--- config.mk ---
export PLATFORM = sky130hd
export DESIGN_NAME = rec_regulation_ctrl
export DESIGN_NICKNAME = d
export VERILOG_FILES = /design/src/rtl/rec_pkg.sv /design/src/rtl/rec_pwm_if.sv /design/src/rtl/rec_pwm_gen.sv /design/src/rtl/rec_regulation_ctrl.sv
export SDC_FILE = /design/constraint.sdc
export NUM_CORES = 1
export LEC_CHECK = 0
export ABC_AREA = 1
export CORE_UTILIZATION = 50
export DETAILED_ROUTE_END_ITERATION = 10
export DONT_BUFFER_PORTS = 1
export HOLD_SLACK_MARGIN = 0.05
export PLACE_DENSITY = 0.67
export SLEW_MARGIN = 10
export SYNTH_ARGS = -nofsm -noshare
export SYNTH_HDL_FRONTEND = slang
export SYNTH_SLANG_ARGS = --single-unit
--- constraint.sdc ---
create_clock -name i_clk_sys -period 2.62 [get_ports i_clk_sys]
set_input_delay 0.131 -clock i_clk_sys [delete_from_list [all_inputs] [get_ports i_clk_sys]]
set_output_delay 0.131 -clock i_clk_sys [all_outputs]
set_load 0.02 [all_outputs]
--- src/rtl/rec_pkg.sv ---
package rec_pkg;

  // ----------------------------------------------------------------
  // widths
  // ----------------------------------------------------------------
  localparam int ADDR_W = 8;
  localparam int DATA_W = 8;
  localparam int CNT_W  = 8;

  // ----------------------------------------------------------------
  // register offsets
  // ----------------------------------------------------------------
  localparam logic [7:0] ADDR_OPERATION   = 8'h01;
  localparam logic [7:0] ADDR_ON_OFF_CFG  = 8'h02;
  localparam logic [7:0] ADDR_STORE_USER  = 8'h15;
  localparam logic [7:0] ADDR_HS_DUTY     = 8'h40;
  localparam logic [7:0] ADDR_REG_STATUS  = 8'h41;

  // ----------------------------------------------------------------
  // reset values and on/off config write mask
  // ----------------------------------------------------------------
  localparam logic [7:0] OPERATION_RST    = 8'h04;
  localparam logic [7:0] ON_OFF_CFG_RST   = 8'h17;
  localparam logic [7:0] HS_DUTY_RST      = 8'h40;
  localparam logic [7:0] ON_OFF_CFG_MASK  = 8'h1F;

  // ----------------------------------------------------------------
  // field positions
  // ----------------------------------------------------------------
  localparam int OP_ON_BIT     = 7;
  localparam int CFG_PU_BIT    = 4;
  localparam int CFG_CMD_BIT   = 3;
  localparam int CFG_CPR_BIT   = 2;
  localparam int CFG_POL_BIT   = 1;
  localparam int ST_REG_EN     = 0;
  localparam int ST_PROG_MODE  = 1;
  localparam int ST_SS_ACTIVE  = 2;
  localparam int ST_STORE_REF  = 3;
  localparam int ST_PIN_LEVEL  = 4;

  // ----------------------------------------------------------------
  // switching timing in system clock cycles
  // ----------------------------------------------------------------
  localparam logic [7:0] PWM_PERIOD_CYC = 8'd250;
  localparam logic [7:0] SS_LS_INIT_CYC = 8'd4;
  localparam logic [7:0] SS_LS_STEP_CYC = 8'd4;

endpackage : rec_pkg

--- src/rtl/rec_pwm_if.sv ---
`timescale 1ns/1ps
interface rec_pwm_if #(parameter int W = 8);
  logic         run;
  logic [W-1:0] hs_cycles;
  logic         ss_active;
  logic         hs_on;
  logic         ls_on;

  modport ctrl (output run, output hs_cycles, input ss_active, input hs_on, input ls_on);
  modport pwm  (input run, input hs_cycles, output ss_active, output hs_on, output ls_on);
endinterface : rec_pwm_if

--- src/rtl/rec_pwm_gen.sv ---
`timescale 1ns/1ps
module rec_pwm_gen
  import rec_pkg::*;
#(
  parameter logic [7:0] PERIOD  = PWM_PERIOD_CYC,
  parameter logic [7:0] LS_INIT = SS_LS_INIT_CYC,
  parameter logic [7:0] LS_STEP = SS_LS_STEP_CYC
)
(
  // clock and reset
  input  wire logic i_clk_sys,
  input  wire logic i_sys_rst,
  // link to controller
  rec_pwm_if.pwm    pif
);

  logic [7:0] cnt_ff;
  logic [7:0] ls_cap_ff;
  logic       ss_done_ff;
  logic       hs_ff;
  logic       ls_ff;
  wire  [7:0] nxt_cnt;
  wire        pulse_start;
  wire  [7:0] ls_full;
  wire  [7:0] ls_elapsed;
  wire  [8:0] cap_sum;
  wire  [7:0] nxt_ls_cap;
  wire        nxt_ss_done;
  wire        nxt_hs;
  wire        nxt_ls;

  // ----------------------------------------------------------------
  // free running period counter
  // ----------------------------------------------------------------
  // counter never stops, so the frequency stays fixed at any load
  assign nxt_cnt     = (cnt_ff == PERIOD - 8'd1) ? 8'h00 : cnt_ff + 8'd1; // RQ12
  assign pulse_start = (cnt_ff == 8'h00);
  assign ls_full     = PERIOD - pif.hs_cycles;
  assign ls_elapsed  = cnt_ff - pif.hs_cycles;

  // ----------------------------------------------------------------
  // soft start low-side limit
  // ----------------------------------------------------------------
  assign cap_sum     = {1'b0, ls_cap_ff} + {1'b0, LS_STEP};
  assign nxt_ls_cap  = !pif.run ? LS_INIT :
                       (pulse_start && !ss_done_ff) ? cap_sum[7:0] : ls_cap_ff; // RQ11
  assign nxt_ss_done = pif.run && (ss_done_ff || (ls_cap_ff >= ls_full));

  // ----------------------------------------------------------------
  // gate drive
  // ----------------------------------------------------------------
  assign nxt_hs = pif.run && (cnt_ff < pif.hs_cycles);
  // after soft start the low side fills every cycle the high side leaves
  assign nxt_ls = pif.run && (cnt_ff >= pif.hs_cycles)
                  && (ss_done_ff || (ls_elapsed < ls_cap_ff)); // RQ13

  always_ff @(posedge i_clk_sys)
  begin
    if (i_sys_rst)
    begin
      cnt_ff     <= 8'h00;
      ls_cap_ff  <= LS_INIT;
      ss_done_ff <= 1'b0;
      hs_ff      <= 1'b0;
      ls_ff      <= 1'b0;
    end
    else
    begin
      cnt_ff     <= nxt_cnt;
      ls_cap_ff  <= nxt_ls_cap;
      ss_done_ff <= nxt_ss_done;
      hs_ff      <= nxt_hs;
      ls_ff      <= nxt_ls;
    end
  end

  assign pif.ss_active = pif.run && !ss_done_ff;
  assign pif.hs_on     = hs_ff;
  assign pif.ls_on     = ls_ff;
endmodule : rec_pwm_gen

--- src/rtl/rec_regulation_ctrl.sv ---
`timescale 1ns/1ps
// Overview of operation
// [RQ1] register port never stalls, any bus rate
// [RQ2] programming mode: commands work, no switching
// [RQ3] commands accepted with bias below 3 V
// [RQ4] host avoids store while bias below 3 V
// [RQ5] configurable without power stage input present
// [RQ6] pin-only mode ignores operation command
// [RQ7] pin polarity chosen by on/off config
// [RQ8] threshold use needs active high polarity
// [RQ9] command-only mode ignores enable pin
// [RQ10] both mode needs pin and command
// [RQ11] soft start caps low-side, rising per pulse
// [RQ12] fixed frequency continuous conduction always; the low side is capped until soft start ends
// [RQ13] complementary gates after soft start
// [RQ14] enable evaluated each cycle, output registered
module rec_regulation_ctrl
  import rec_pkg::*;
(
  // clock and reset
  input  wire logic              i_clk_sys,
  input  wire logic              i_sys_rst,
  // register port
  input  wire logic [ADDR_W-1:0] i_reg_addr,
  input  wire logic [DATA_W-1:0] i_reg_wdata,
  input  wire logic              i_reg_wr,
  input  wire logic              i_reg_rd,
  output logic      [DATA_W-1:0] o_reg_rdata,
  // enable pin and supply monitors
  input  wire logic              i_enable_threshold_pin,
  input  wire logic              i_analog_supply_ok,
  input  wire logic              i_bias_5v_rail_lo_ok,
  input  wire logic              i_bias_5v_rail_above_3v,
  input  wire logic              i_bias_5v_rail_conv_ok,
  input  wire logic              i_power_stage_input_ok,
  // status and control outputs
  output logic                   o_regulation_en,
  output logic                   o_programming_mode,
  output logic                   o_store_user_req,
  // gate drive
  output logic                   o_hs_gate,
  output logic                   o_ls_gate
);

  logic [7:0]        operation_ff;
  logic [7:0]        on_off_cfg_ff;
  logic [7:0]        hs_duty_ff;
  logic              store_ref_ff;
  logic              store_req_ff;
  logic              reg_en_ff;
  logic [DATA_W-1:0] rdata_ff;

  rec_pwm_if #(.W(CNT_W)) pwm_bus ();

  // ----------------------------------------------------------------
  // supply state decode
  // ----------------------------------------------------------------
  wire logic_ok  = i_analog_supply_ok && i_bias_5v_rail_lo_ok;
  wire conv_ok   = i_bias_5v_rail_conv_ok && i_power_stage_input_ok;
  wire prog_mode = logic_ok && !conv_ok; // RQ2 RQ5
  // commands only need the lower thresholds, not the 3 V level
  wire wr_ok     = i_reg_wr && logic_ok; // RQ3 RQ5

  // ----------------------------------------------------------------
  // register write decode
  // ----------------------------------------------------------------
  wire wr_operation = wr_ok && (i_reg_addr == ADDR_OPERATION);
  wire wr_on_off    = wr_ok && (i_reg_addr == ADDR_ON_OFF_CFG);
  wire wr_duty      = wr_ok && (i_reg_addr == ADDR_HS_DUTY);
  wire wr_status    = wr_ok && (i_reg_addr == ADDR_REG_STATUS);
  wire wr_store     = wr_ok && (i_reg_addr == ADDR_STORE_USER);
  // a store at low bias could corrupt memory, so it is refused here too
  wire store_go     = wr_store && i_bias_5v_rail_above_3v; // RQ4
  wire store_bad    = wr_store && !i_bias_5v_rail_above_3v; // RQ4

  wire [7:0] nxt_operation = wr_operation ? i_reg_wdata : operation_ff;
  wire [7:0] nxt_on_off    = wr_on_off ? (i_reg_wdata & ON_OFF_CFG_MASK) : on_off_cfg_ff;
  wire [7:0] nxt_duty      = wr_duty ? i_reg_wdata : hs_duty_ff;
  // set wins over write-one-to-clear
  wire       nxt_store_ref = store_bad ||
                             (store_ref_ff && !(wr_status && i_reg_wdata[ST_STORE_REF]));

  // ----------------------------------------------------------------
  // enable source selection
  // ----------------------------------------------------------------
  wire cfg_pu     = on_off_cfg_ff[CFG_PU_BIT];
  wire cfg_cmd    = on_off_cfg_ff[CFG_CMD_BIT];
  wire cfg_cpr    = on_off_cfg_ff[CFG_CPR_BIT];
  wire cfg_pol_hi = on_off_cfg_ff[CFG_POL_BIT];
  wire pin_active = cfg_pol_hi ? i_enable_threshold_pin : !i_enable_threshold_pin; // RQ7
  wire op_on      = operation_ff[OP_ON_BIT];
  wire cmd_term   = cfg_cmd ? op_on : 1'b1; // RQ9 RQ10
  wire pin_term   = cfg_cpr ? pin_active : 1'b1; // RQ6 RQ10
  wire sel_on     = !cfg_pu || (cmd_term && pin_term);
  // no conversion while only the logic supplies are up
  wire nxt_reg_en = sel_on && logic_ok && conv_ok; // RQ14 RQ2

  // ----------------------------------------------------------------
  // read mux
  // ----------------------------------------------------------------
  wire [7:0] status_word = {3'b000, i_enable_threshold_pin, store_ref_ff,
                            pwm_bus.ss_active, prog_mode, reg_en_ff};
  wire [7:0] rd_mux = (i_reg_addr == ADDR_OPERATION)  ? operation_ff  :
                      (i_reg_addr == ADDR_ON_OFF_CFG) ? on_off_cfg_ff :
                      (i_reg_addr == ADDR_HS_DUTY)    ? hs_duty_ff    :
                      (i_reg_addr == ADDR_REG_STATUS) ? status_word   : 8'h00;
  // data only in the cycle after the strobe, zero elsewhere
  wire [7:0] nxt_rdata = i_reg_rd ? rd_mux : 8'h00; // RQ1

  // ----------------------------------------------------------------
  // registers
  // ----------------------------------------------------------------
  always_ff @(posedge i_clk_sys)
  begin
    if (i_sys_rst)
    begin
      operation_ff  <= OPERATION_RST;
      on_off_cfg_ff <= ON_OFF_CFG_RST;
      hs_duty_ff    <= HS_DUTY_RST;
      store_ref_ff  <= 1'b0;
      store_req_ff  <= 1'b0;
      reg_en_ff     <= 1'b0;
      rdata_ff      <= 8'h00;
    end
    else
    begin
      operation_ff  <= nxt_operation;
      on_off_cfg_ff <= nxt_on_off;
      hs_duty_ff    <= nxt_duty;
      store_ref_ff  <= nxt_store_ref;
      store_req_ff  <= store_go;
      reg_en_ff     <= nxt_reg_en; // RQ14
      rdata_ff      <= nxt_rdata;
    end
  end

  // ----------------------------------------------------------------
  // switching stage
  // ----------------------------------------------------------------
  // duty is clamped so the low side always gets at least one cycle
  assign pwm_bus.run       = reg_en_ff; // RQ2
  assign pwm_bus.hs_cycles = (hs_duty_ff >= PWM_PERIOD_CYC) ?
                             PWM_PERIOD_CYC - 8'd1 : hs_duty_ff;

  rec_pwm_gen #(
    .PERIOD  (PWM_PERIOD_CYC),
    .LS_INIT (SS_LS_INIT_CYC),
    .LS_STEP (SS_LS_STEP_CYC)
  ) u_pwm (
    .i_clk_sys (i_clk_sys),
    .i_sys_rst (i_sys_rst),
    .pif       (pwm_bus)
  );

  assign o_reg_rdata        = rdata_ff;
  assign o_regulation_en    = reg_en_ff;
  assign o_programming_mode = prog_mode;
  assign o_store_user_req   = store_req_ff;
  assign o_hs_gate          = pwm_bus.hs_on;
  assign o_ls_gate          = pwm_bus.ls_on;
endmodule : rec_regulation_ctrl

==> metrics.txt, run 1 <==
status finished clean; reg2reg start hs_duty_ff[7]$_SDFFE_PP0P_; Gate power share 11.1%; first-pass GRT wire length 10,700 um; Via-to-Cell Ratio 5.20; drt drc 0; max_cap viols 0; area leader, netlist dfxtp_1; Power Density 435 nW/um^2; P_sw 350 uW; flops & latches, synth 49; CTS Buf Count 5; TritonCTS clock tree done; total wire length 6850 um; TritonCTS Sinks 49; largest cells by area after synthesis dfxtp_1, nand2_1, ha_1; critical path launch point hs_duty_ff[7]$_SDFFE_PP0P_; DP HPWL 5100 um; GRT Residual Overflow 0; Async S/R FF share, synth 0%; die width 77.9 um; Routed met2 length 3070 um; Static Leak 0.00144 uW; NumNets Final 476; most frequent cells after synthesis nand2_1, inv_1, dfxtp_1, a21oi_1, nor2_1; placed insts 475; H-tree levels 2; RSZ-0062 raised after global routing true; Ant. Diodes 0; largest net degree at the start of global routing 18; IO Count 39; syn_nets 452; CP Capture Type flip-flop; CP max FO 4; average wire per standard cell 13.7 um; Worst setup SP type flip-flop; reg2reg setup slack 0.13 ns; Rel. slew slack 56.0%; Area Growth Syn to Fin 14.5%; Initial DRC Count 104; drt pass-1 iters 5; end of the critical path u_pwm.pif.ls_on$_SDFF_PP0_; vias after detailed routing 2,595; Final period util 95.1%; Synth cell types 34; IO Port Bufs 0; Yosys top cell area share 34.0%; RePlAce Congestion 0.880; Tmin final 2.49 ns; setup violators final 0; top-count cell post-synth nand2_1; Data arrival, critical path 2.73 ns; Synth warnings 0; Clock transition at path regs 0.09 ns; maximum vdd drop 0.000249 V; row count 27; Starting Density 52.1%; Worst Tran Pin Value 0.660 ns; initial antenna violation count 0; number of global-route vias before repair 2,375; die height 77.9 um; Int Pwr 1090 uW; clock root buffer clkbuf_8; Seq pwr share 52.5%; Core Util, Final 59.6%; DRT antenna net count 0; layout cell share with drive strength beyond 1 15.0%; clock power share 36.4%; number of synthesized flops with an enable pin 0; Post-Synthesis Cells 403; core area 5540 um^2; worst hold path class input port to flip-flop; RR Endpoint u_pwm.pif.ls_on$_SDFF_PP0_; worst skew pair latency 0.30 ns; Worst Path Required 2.86 ns; Synth Cell Area 2880 um^2; crit path kind flip-flop to flip-flop; Clock Path Buffers 2; Max Fclk 401 MHz; worst reg-to-reg path cell count 20; Finished Layout Cells 499; ys flop type dfxtp_1; metal3 WL 443 um; Sw Share 24.3%; Max Slew Vio Count 0; Max Used Layer met4; clock skew 0.00564 ns; Metal-1 WL 3210 um; die footprint 6080 um^2; post-synthesis sequential area ratio 34.0%; Total GRT Usage 22.6%; Final Hold Fails 0; Post-Syn Area per Cell 7.16 um^2
[cell usage in the layout, fill, tap and decap left out, drive strengths merged, types with 5 or more instances in the layout]
| master | n |
|---|---|
| ha | 23 |
| nor3 | 9 |
| nand3 | 34 |
| nand2 | 97 |
| inv | 61 |
| nand4 | 6 |
| nor2 | 41 |
| dlygate4sd3 | 15 |
| clkbuf | 5 |
| dfxtp | 49 |
| o21ai | 19 |
| a21oi | 37 |
| buf | 7 |
| xor2 | 11 |
[flip-flops by register name, summed over array words and instances, names as in the netlist]
signal	count
o_store_user_req	1
o_reg_rdata	8
on_off_cfg_ff	5
u_pwm.pif.ls_on	1
hs_duty_ff	8
store_ref_ff	1
operation_ff	8
u_pwm.pif.hs_on	1
o_regulation_en	1
u_pwm.ss_done_ff	1
u_pwm.ls_cap_ff	6
u_pwm.cnt_ff	8
[worst max-delay path: stages, from the launching register on]
cell      delay (ns)
dfxtp_2         0.35
nand2_2         0.06
nor2_2          0.13
nand3_2         0.12
nand2_2         0.13
ha_4            0.21
nand2_2         0.06
inv_2           0.04
nand2_2         0.07
nand2_2         0.07
nand2_2         0.09
nand2_2         0.06
nand2_1         0.05
nand2_1         0.05
xor2_1          0.14
ha_1            0.32
nand2_1         0.09
nor2_1          0.06
a211oi_2        0.14
nand2_1         0.07
a21oi_1         0.11
[power groups by stage]
stage               registers, uW  logic, uW  clock network, uW
global placement              772        125                  0
global route                  757        180                562
CTS                           754        147                535
floorplan                     770        103                  0
detailed placement            772        127                  0
finish                        756        159                523
[cells by family after synthesis]
logic type / share of synthesized area (%)
compound gates: 12.2
xor+xnor: 3.64
fa+ha+maj: 9.98
buf+inv: 9.37
flops: 34.0
simple gates: 30.8
[worst min path at each step]
stage                                     to                   start  depth (start not counted)
3_3_place_gp         store_ref_ff$_SDFF_PP0_               i_sys_rst                          1
6_report           o_reg_rdata[4]$_SDFF_PP0_  i_enable_threshold_pin                          4
4_1_cts            o_reg_rdata[4]$_SDFF_PP0_  i_enable_threshold_pin                          4
2_1_floorplan  on_off_cfg_ff[3]$_SDFFE_PP0P_               i_sys_rst                          1
5_1_grt            o_reg_rdata[4]$_SDFF_PP0_  i_enable_threshold_pin                          4
3_5_place_dp         store_ref_ff$_SDFF_PP0_               i_sys_rst                          1
[area by class of cell]
cell class                 instances  area (um^2)
tap                               72         90.1
fill                             542         2240
timing repair buffer              22          203
sequential                        49          986
clock inverter                     2         35.0
inverter                          61          229
multi-input combinational        288         1690
clock buffer                       5         68.8
[layer usage]
| metal | vias up | track usage, % |
|---|---|---|
| met5 | - | 0 |
| met2 | 83 | 35.2 |
| met1 | 1149 | 30.8 |
| met3 | 13 | 4.59 |
| met4 | 0 | 7.96 |
| li1 | 1350 | - |
[through the flow]
step	worst slack, ns	setup TNS [ns]	area, um^2	power (uW)	hold WS, ns
floorplan	0.195	0	2880	873	0.200
finish	0.129	0	3300	1440	0.110
detailed placement	0.0134	0	2970	899	0.204
global route	-0.0710	-0.0710	3300	1500	0.120
CTS	0.00560	0	3230	1440	0.117
global placement	0.0835	0	2970	897	0.202
[timing repair]
action,in CTS,in global routing
setup endpoints to repair,1,1
setup buffers,1,1
gates cloned,0,0
gates resized for setup,0,20
hold buffers,15,0
hold endpoints to repair,25,0
pin swaps,1,7
Note: power is estimated with default switching activity, not from simulation.
==> inputs of run 2 (changes only) <==
--- a/config.mk
+++ b/config.mk
@@ -5,12 +5,13 @@
 export SDC_FILE = /design/constraint.sdc
 export NUM_CORES = 1
 export LEC_CHECK = 0
-export ABC_AREA = 1
-export CORE_UTILIZATION = 50
+export CELL_PAD_IN_SITES_DETAIL_PLACEMENT = 0
+export CELL_PAD_IN_SITES_GLOBAL_PLACEMENT = 1
+export CORE_UTILIZATION = 47
 export DETAILED_ROUTE_END_ITERATION = 10
 export DONT_BUFFER_PORTS = 1
 export HOLD_SLACK_MARGIN = 0.05
-export PLACE_DENSITY = 0.67
+export PLACE_DENSITY = 0.8
 export SLEW_MARGIN = 10
 export SYNTH_ARGS = -nofsm -noshare
 export SYNTH_HDL_FRONTEND = slang
==> run 2 against run 1 <==
The run now ends with negative setup slack left. Count of clock-buffer cells in the layout is 1 higher. Via count is 2.6% lower. Maximum frequency is 23% lower. Register-to-register slack worse by 0.72 ns. Final area is 2.8% higher. Synthesized cell count is 20% lower. Cell count is 12% lower. Critical endpoint unchanged. Largest cell class unchanged. Largest power group unchanged.
==> metrics.txt, run 2 <==
CTS Buf Count 5; reg2reg start hs_duty_ff[4]$_SDFFE_PP0P_; Clock Path Buffers 2; RSZ-0062 raised after global routing true; RePlAce Congestion 0.836; IO Port Bufs 0; DP HPWL 5210 um; Worst Tran Pin Value 0.798 ns; IO Count 39; crit path kind flip-flop to flip-flop; TritonCTS Sinks 49; vias after detailed routing 2,528; top-count cell post-synth dfxtp_1; die width 78.8 um; max_cap viols 0; Starting Density 49.4%; TritonCTS clock tree done; H-tree levels 2; Initial DRC Count 186; Synth Cell Area 2770 um^2; most frequent cells after synthesis dfxtp_1, nor2_1, nand2_1, ha_1, a21oi_1; HP Start i_bias_5v_rail_lo_ok; Yosys top cell area share 35.4%; Post-Synthesis Cells 324; placed insts 414; CP Capture Type flip-flop; core area 5610 um^2; status finished, violations left; Worst Path Required 2.87 ns; Area Growth Syn to Fin 22.6%; Synth warnings 0; drt drc 0; row count 27; total wire length 7080 um; worst hold path class input port to flip-flop; Ant. Diodes 0; flops & latches, synth 49; Final period util 123%; worst skew pair latency 0.31 ns; Final WS setup -0.595 ns; largest cells by area after synthesis dfxtp_1, ha_1, nor2_1; GRT Residual Overflow 0; Data arrival, critical path 3.46 ns; area leader, netlist dfxtp_1; DRT antenna net count 0; reg2reg setup slack -0.60 ns; initial antenna violation count 0; NumNets Final 415; setup violators final 1; commonest non-fill, non-tap cell in the layout dfxtp_1; clock skew 0.0143 ns; DP Area 3020 um^2; Worst setup SP type flip-flop; worst reg-to-reg path cell count 14; ys flop type dfxtp_1; Finished Layout Cells 439; Core Util, Final 60.6%; syn_nets 373; CP max FO 4; Worst Hold End on_off_cfg_ff[1]$_SDFFE_PP1P_; Max Slew Vio Count 0; largest net degree at the start of global routing 20; first-pass GRT wire length 11,600 um; Max Fclk 311 MHz; number of synthesized flops with an enable pin 0; Synth cell types 57; clock root buffer clkbuf_8; most frequent cells in the layout dfxtp_1, nor2_1, nand2_1; post-synthesis sequential area ratio 35.4%; Tmin final 3.22 ns; failing checks negative setup slack; Via-to-Cell Ratio 5.76; WHS Path Cells 3; Async S/R FF share, synth 0%; average wire per standard cell 16.1 um; RR Endpoint u_pwm.pif.ls_on$_SDFF_PP0_; maximum vdd drop 0.000229 V; Clock transition at path regs 0.09 ns; post-route cell area 3400 um^2; number of global-route vias before repair 2,370; Final Hold Fails 0; Post-Syn Area per Cell 8.55 um^2; Static Leak 0.00142 uW; Rel. slew slack 46.4%; Power Density 453 nW/um^2; drt pass-1 iters 4; die footprint 6200 um^2; Total GRT Usage 24.5%; die height 78.8 um; layout cell share with drive strength beyond 1 16.9%
==> run 2: logic make-up (layout without fill, tap and decap cells) <==
kind of cell	after synthesis	count (layout)	share of synthesized area, %
AOI/OAI and AO/OA	62	62	15.4
and+or+nand+nor	132	132	24.1
buffers and inverters	28	71	4.47
muxes	15	15	5.47
adders and majority gates	23	23	10.4
DFF	49	49	35.4
xor gates and xnor gates	15	15	4.74
==> run 2: where the power goes <==
group | leakage, uW | switching [uW] | internal [uW]
Sequential | 0.000397 | 9.21 | 751
Clock | 0.0000554 | 263 | 287
Combinational | 0.000973 | 114 | 115
Total | 0.00142 | 386 | 1150
==> run 2: cell type report <==
| cell class | instances | area (um^2) |
|---|---|---|
| Multi-Input combinational cell | 247 | 1760 |
| Timing Repair Buffer | 45 | 382 |
| Inverter | 18 | 67.6 |
| Clock buffer | 6 | 72.6 |
| Fill cell | 527 | 2210 |
| Tap cell | 72 | 90.1 |
| Clock inverter | 2 | 38.8 |
| Sequential cell | 49 | 983 |
==> run 2: critical path: stages (launching register included) <==
cell and delay (ns):
dfxtp_2 0.34, inv_2 0.04, or4_4 0.57, nand2_4 0.09
ha_4 0.19, nor2b_4 0.12, o31a_1 0.31, o21ai_4 0.21
nor2b_4 0.19, xnor2_2 0.11, ha_1 0.24, and3_4 0.18
a22o_1 0.20, o31ai_2 0.17, o311a_1 0.18
==> run 2: what timing repair did <==
item | 4_1_cts | 5_1_grt
pin swaps | 2 | 14
gates resized for setup | 2 | 19
setup endpoints to repair | 1 | 1
hold buffers | 16 | 0
hold endpoints to repair | 29 | 0
buffers inserted | 0 | 1
==> run 2: worst max path at each step <==
stage	from	end	depth (start not counted)
floorplan	hs_duty_ff[4]$_SDFFE_PP0P_	u_pwm.pif.ls_on$_SDFF_PP0_	16
global route	hs_duty_ff[4]$_SDFFE_PP0P_	u_pwm.pif.ls_on$_SDFF_PP0_	14
global placement	hs_duty_ff[3]$_SDFFE_PP0P_	u_pwm.pif.ls_on$_SDFF_PP0_	14
detailed placement	hs_duty_ff[3]$_SDFFE_PP0P_	u_pwm.pif.ls_on$_SDFF_PP0_	14
finish	hs_duty_ff[4]$_SDFFE_PP0P_	u_pwm.pif.ls_on$_SDFF_PP0_	14
CTS	hs_duty_ff[3]$_SDFFE_PP0P_	u_pwm.pif.ls_on$_SDFF_PP0_	14
==> run 2: metrics by stage <==
step	hold WS, ns	power (uW)	worst slack, ns	setup TNS (ns)
after floorplan	0.246	913	-0.648	-0.648
after global placement	0.206	951	-0.570	-0.570
after detailed placement	0.209	957	-0.633	-0.633
after CTS	0.0706	1520	-0.569	-0.569
after global routing	0.0871	1610	-0.719	-0.719
final	0.0766	1540	-0.595	-0.595
==> run 2: metal layers <==
layer,wire length [um],GRT usage (%),vias up
met2,3210,37.7,80
li1,-,-,1245
met5,0,0,-
met4,62,6.11,0
met1,3390,34.6,1197
met3,421,5.17,6
==> inputs of run 3 (changes only) <==
--- a/config.mk
+++ b/config.mk
@@ -11,7 +11,7 @@
 export DETAILED_ROUTE_END_ITERATION = 10
 export DONT_BUFFER_PORTS = 1
 export HOLD_SLACK_MARGIN = 0.05
-export PLACE_DENSITY = 0.8
+export PLACE_DENSITY_LB_ADDON = 0.12
 export SLEW_MARGIN = 10
 export SYNTH_ARGS = -nofsm -noshare
 export SYNTH_HDL_FRONTEND = slang
==> run 3 against run 2 <==
The flow still finishes with violations (negative setup slack). Via count shrank 2.1%. Clock power shrank 15%. First-iteration DRC count down 11%. Final area fell by 2.2%. Die area unchanged. Register-to-register slack about the same. Hold slack better by 0.0011 ns. Non-clock buffer count is 3 higher. Sequential power about the same. Total power shrank 7.4%. Count of clock-buffer cells in the layout decreased by 1. Largest cell class unchanged. Largest power group unchanged. Highest routed layer unchanged.
==> metrics.txt, run 3 (synthesis results as in run 2) <==
clock root buffer clkbuf_8; row count 27; Gate power share 14.1%; total wire length 7080 um; die width 78.8 um; Routed met2 length 3110 um; Power Density 429 nW/um^2; DRT antenna net count 0; Total GRT Usage 24.3%; drt pass-1 iters 5; Tmin final 3.23 ns; GRT Residual Overflow 0; drt drc 0; max_cap viols 0; Max Used Layer met4; CTS Buf Count 5; P_sw 381 uW; RSZ-0062 raised after global routing true; die footprint 6200 um^2; worst-path cell chain inv_2 > or4_4 > nand2_1 > ha_1 > nor2b_1 > o31a_1 > o21ai_2 > a21boi_1 > xor2_1 > ha_1 > a21o_1 > a22o_1 > o31ai_1 > o311a_1; Metal-1 WL 3420 um; CP max FO 4; Initial DRC Count 166; Via-to-Cell Ratio 5.60; setup bufs post-CTS 0; Max Fclk 310 MHz; CP most frequent cell ha_1; DP HPWL 5380 um; largest net degree at the start of global routing 18; Int Pwr 1040 uW; IO Port Bufs 0; NumNets Final 418; TritonCTS Sinks 49; Final period util 123%; worst skew pair latency 0.30 ns; most frequent cells in the layout dfxtp_1, nor2_1, nand2_1; Starting Density 49.4%; metal3 WL 506 um; RePlAce Congestion 0.803; # fillers 552; pre-CTS setup slack -0.650 ns; Final WS setup -0.606 ns; core area 5610 um^2; Worst Path Buf+Inv 1; TritonCTS clock tree done; area taken by flip-flops and latches 983 um^2; initial antenna violation count 0; crit path kind flip-flop to flip-flop; Data arrival, critical path 3.47 ns; worst hold path class input port to flip-flop; Max Slew Vio Count 0; maximum vdd drop 0.000303 V; Worst setup SP type flip-flop; Worst Path Required 2.86 ns; Final Hold Fails 0; commonest non-fill, non-tap cell in the layout dfxtp_1; Area Growth Syn to Fin 19.9%; Static Leak 0.00141 uW; setup_tns -0.606 ns; CP Capture Type flip-flop; IO Count 39; layout cell share with drive strength beyond 1 13.5%; average wire per standard cell 16.0 um; delay of the slowest cell on the worst path 0.54 ns; clock skew 0.0127 ns; Clock transition at path regs 0.10 ns; failing checks negative setup slack; first-pass GRT wire length 11,500 um; Worst Tran Pin Value 0.778 ns; status finished, violations left; CP max stage cell or4_4; multi-input logic area 1670 um^2; setup violators final 1; CP top delay family compound AO/OA/AOI/OAI gates; Rel. slew slack 47.7%; H-tree levels 2; number of global-route vias before repair 2,366; Seq pwr share 53.3%; vias after detailed routing 2,476; Sw Share 26.7%; Ant. Diodes 0; Clock Path Buffers 2; die height 78.8 um; clock power share 32.6%
## run 3: cell count changes in the layout (fill, tap and decap cells not counted), moves of 2 or more
cell / previous run / this run
dlygate4sd3_1: 16 / 21
ha_1: 21 / 23
ha_4: 2 / 0
nor2b_1: 3 / 5
nor2b_4: 2 / 0
## run 3: through the flow
stage	hold slack (ns)	cell area (um^2)	utilization, %	std cells	power (uW)
after global placement	0.206	3010	53.7	413	952
after CTS	0.0624	3320	59.2	442	1450
after detailed placement	0.210	3010	53.7	413	956
after floorplan	0.246	2770	-	324	913
final	0.0777	3320	59.2	442	1430
after global routing	0.0895	3320	59.2	442	1500
## run 3: path summary, 6_finish.rpt
kind | start | to | slack (ns) | cells after the start
max | hs_duty_ff[3]$_SDFFE_PP0P_ | u_pwm.pif.ls_on$_SDFF_PP0_ | -0.61 | 14
min | i_bias_5v_rail_lo_ok | on_off_cfg_ff[4]$_SDFFE_PP1P_ | 0.08 | 3
max reg2reg | hs_duty_ff[3]$_SDFFE_PP0P_ | u_pwm.pif.ls_on$_SDFF_PP0_ | -0.61 | 14
min reg2reg | operation_ff[3]$_SDFFE_PP0P_ | operation_ff[3]$_SDFFE_PP0P_ | 0.52 | 2
## run 3: layout make-up
type / count / area share [%]
multi-input combinational: 247 / 50.4
sequential: 49 / 29.6
timing repair buffer: 48 / 12.4
tap: 72 / 2.71
clock buffer: 5 / 2.07
inverter: 18 / 2.03
clock inverter: 3 / 0.754
## run 3: routing by layer
| layer | vias to the layer above | GRT usage, % |
|---|---|---|
| met5 | - | 0 |
| met4 | 0 | 5.56 |
| met3 | 5 | 5.98 |
| met2 | 68 | 37.7 |
| met1 | 1149 | 33.8 |
| li1 | 1254 | - |
## run 3: power groups by stage
| stage | Sequential (uW) | Clock, uW | Combinational, uW |
|---|---|---|---|
| after floorplan | 775 | 0 | 137 |
| after global placement | 777 | 0 | 175 |
| after detailed placement | 777 | 0 | 179 |
| after CTS | 760 | 483 | 203 |
| after global routing | 761 | 514 | 227 |
| final | 759 | 465 | 201 |
## run 3: what timing repair did
action	in CTS	in global routing
endpoints found under the setup margin	1	1
pin swaps	1	0
cloned	0	0
endpoints found under the hold margin	29	0
hold buffers	21	0
resized for setup	3	0
## run 3: worst min-delay path, stage by stage
cell     delay (ns)
nand4_4        0.09
mux2i_1        0.08
nand2_1        0.06
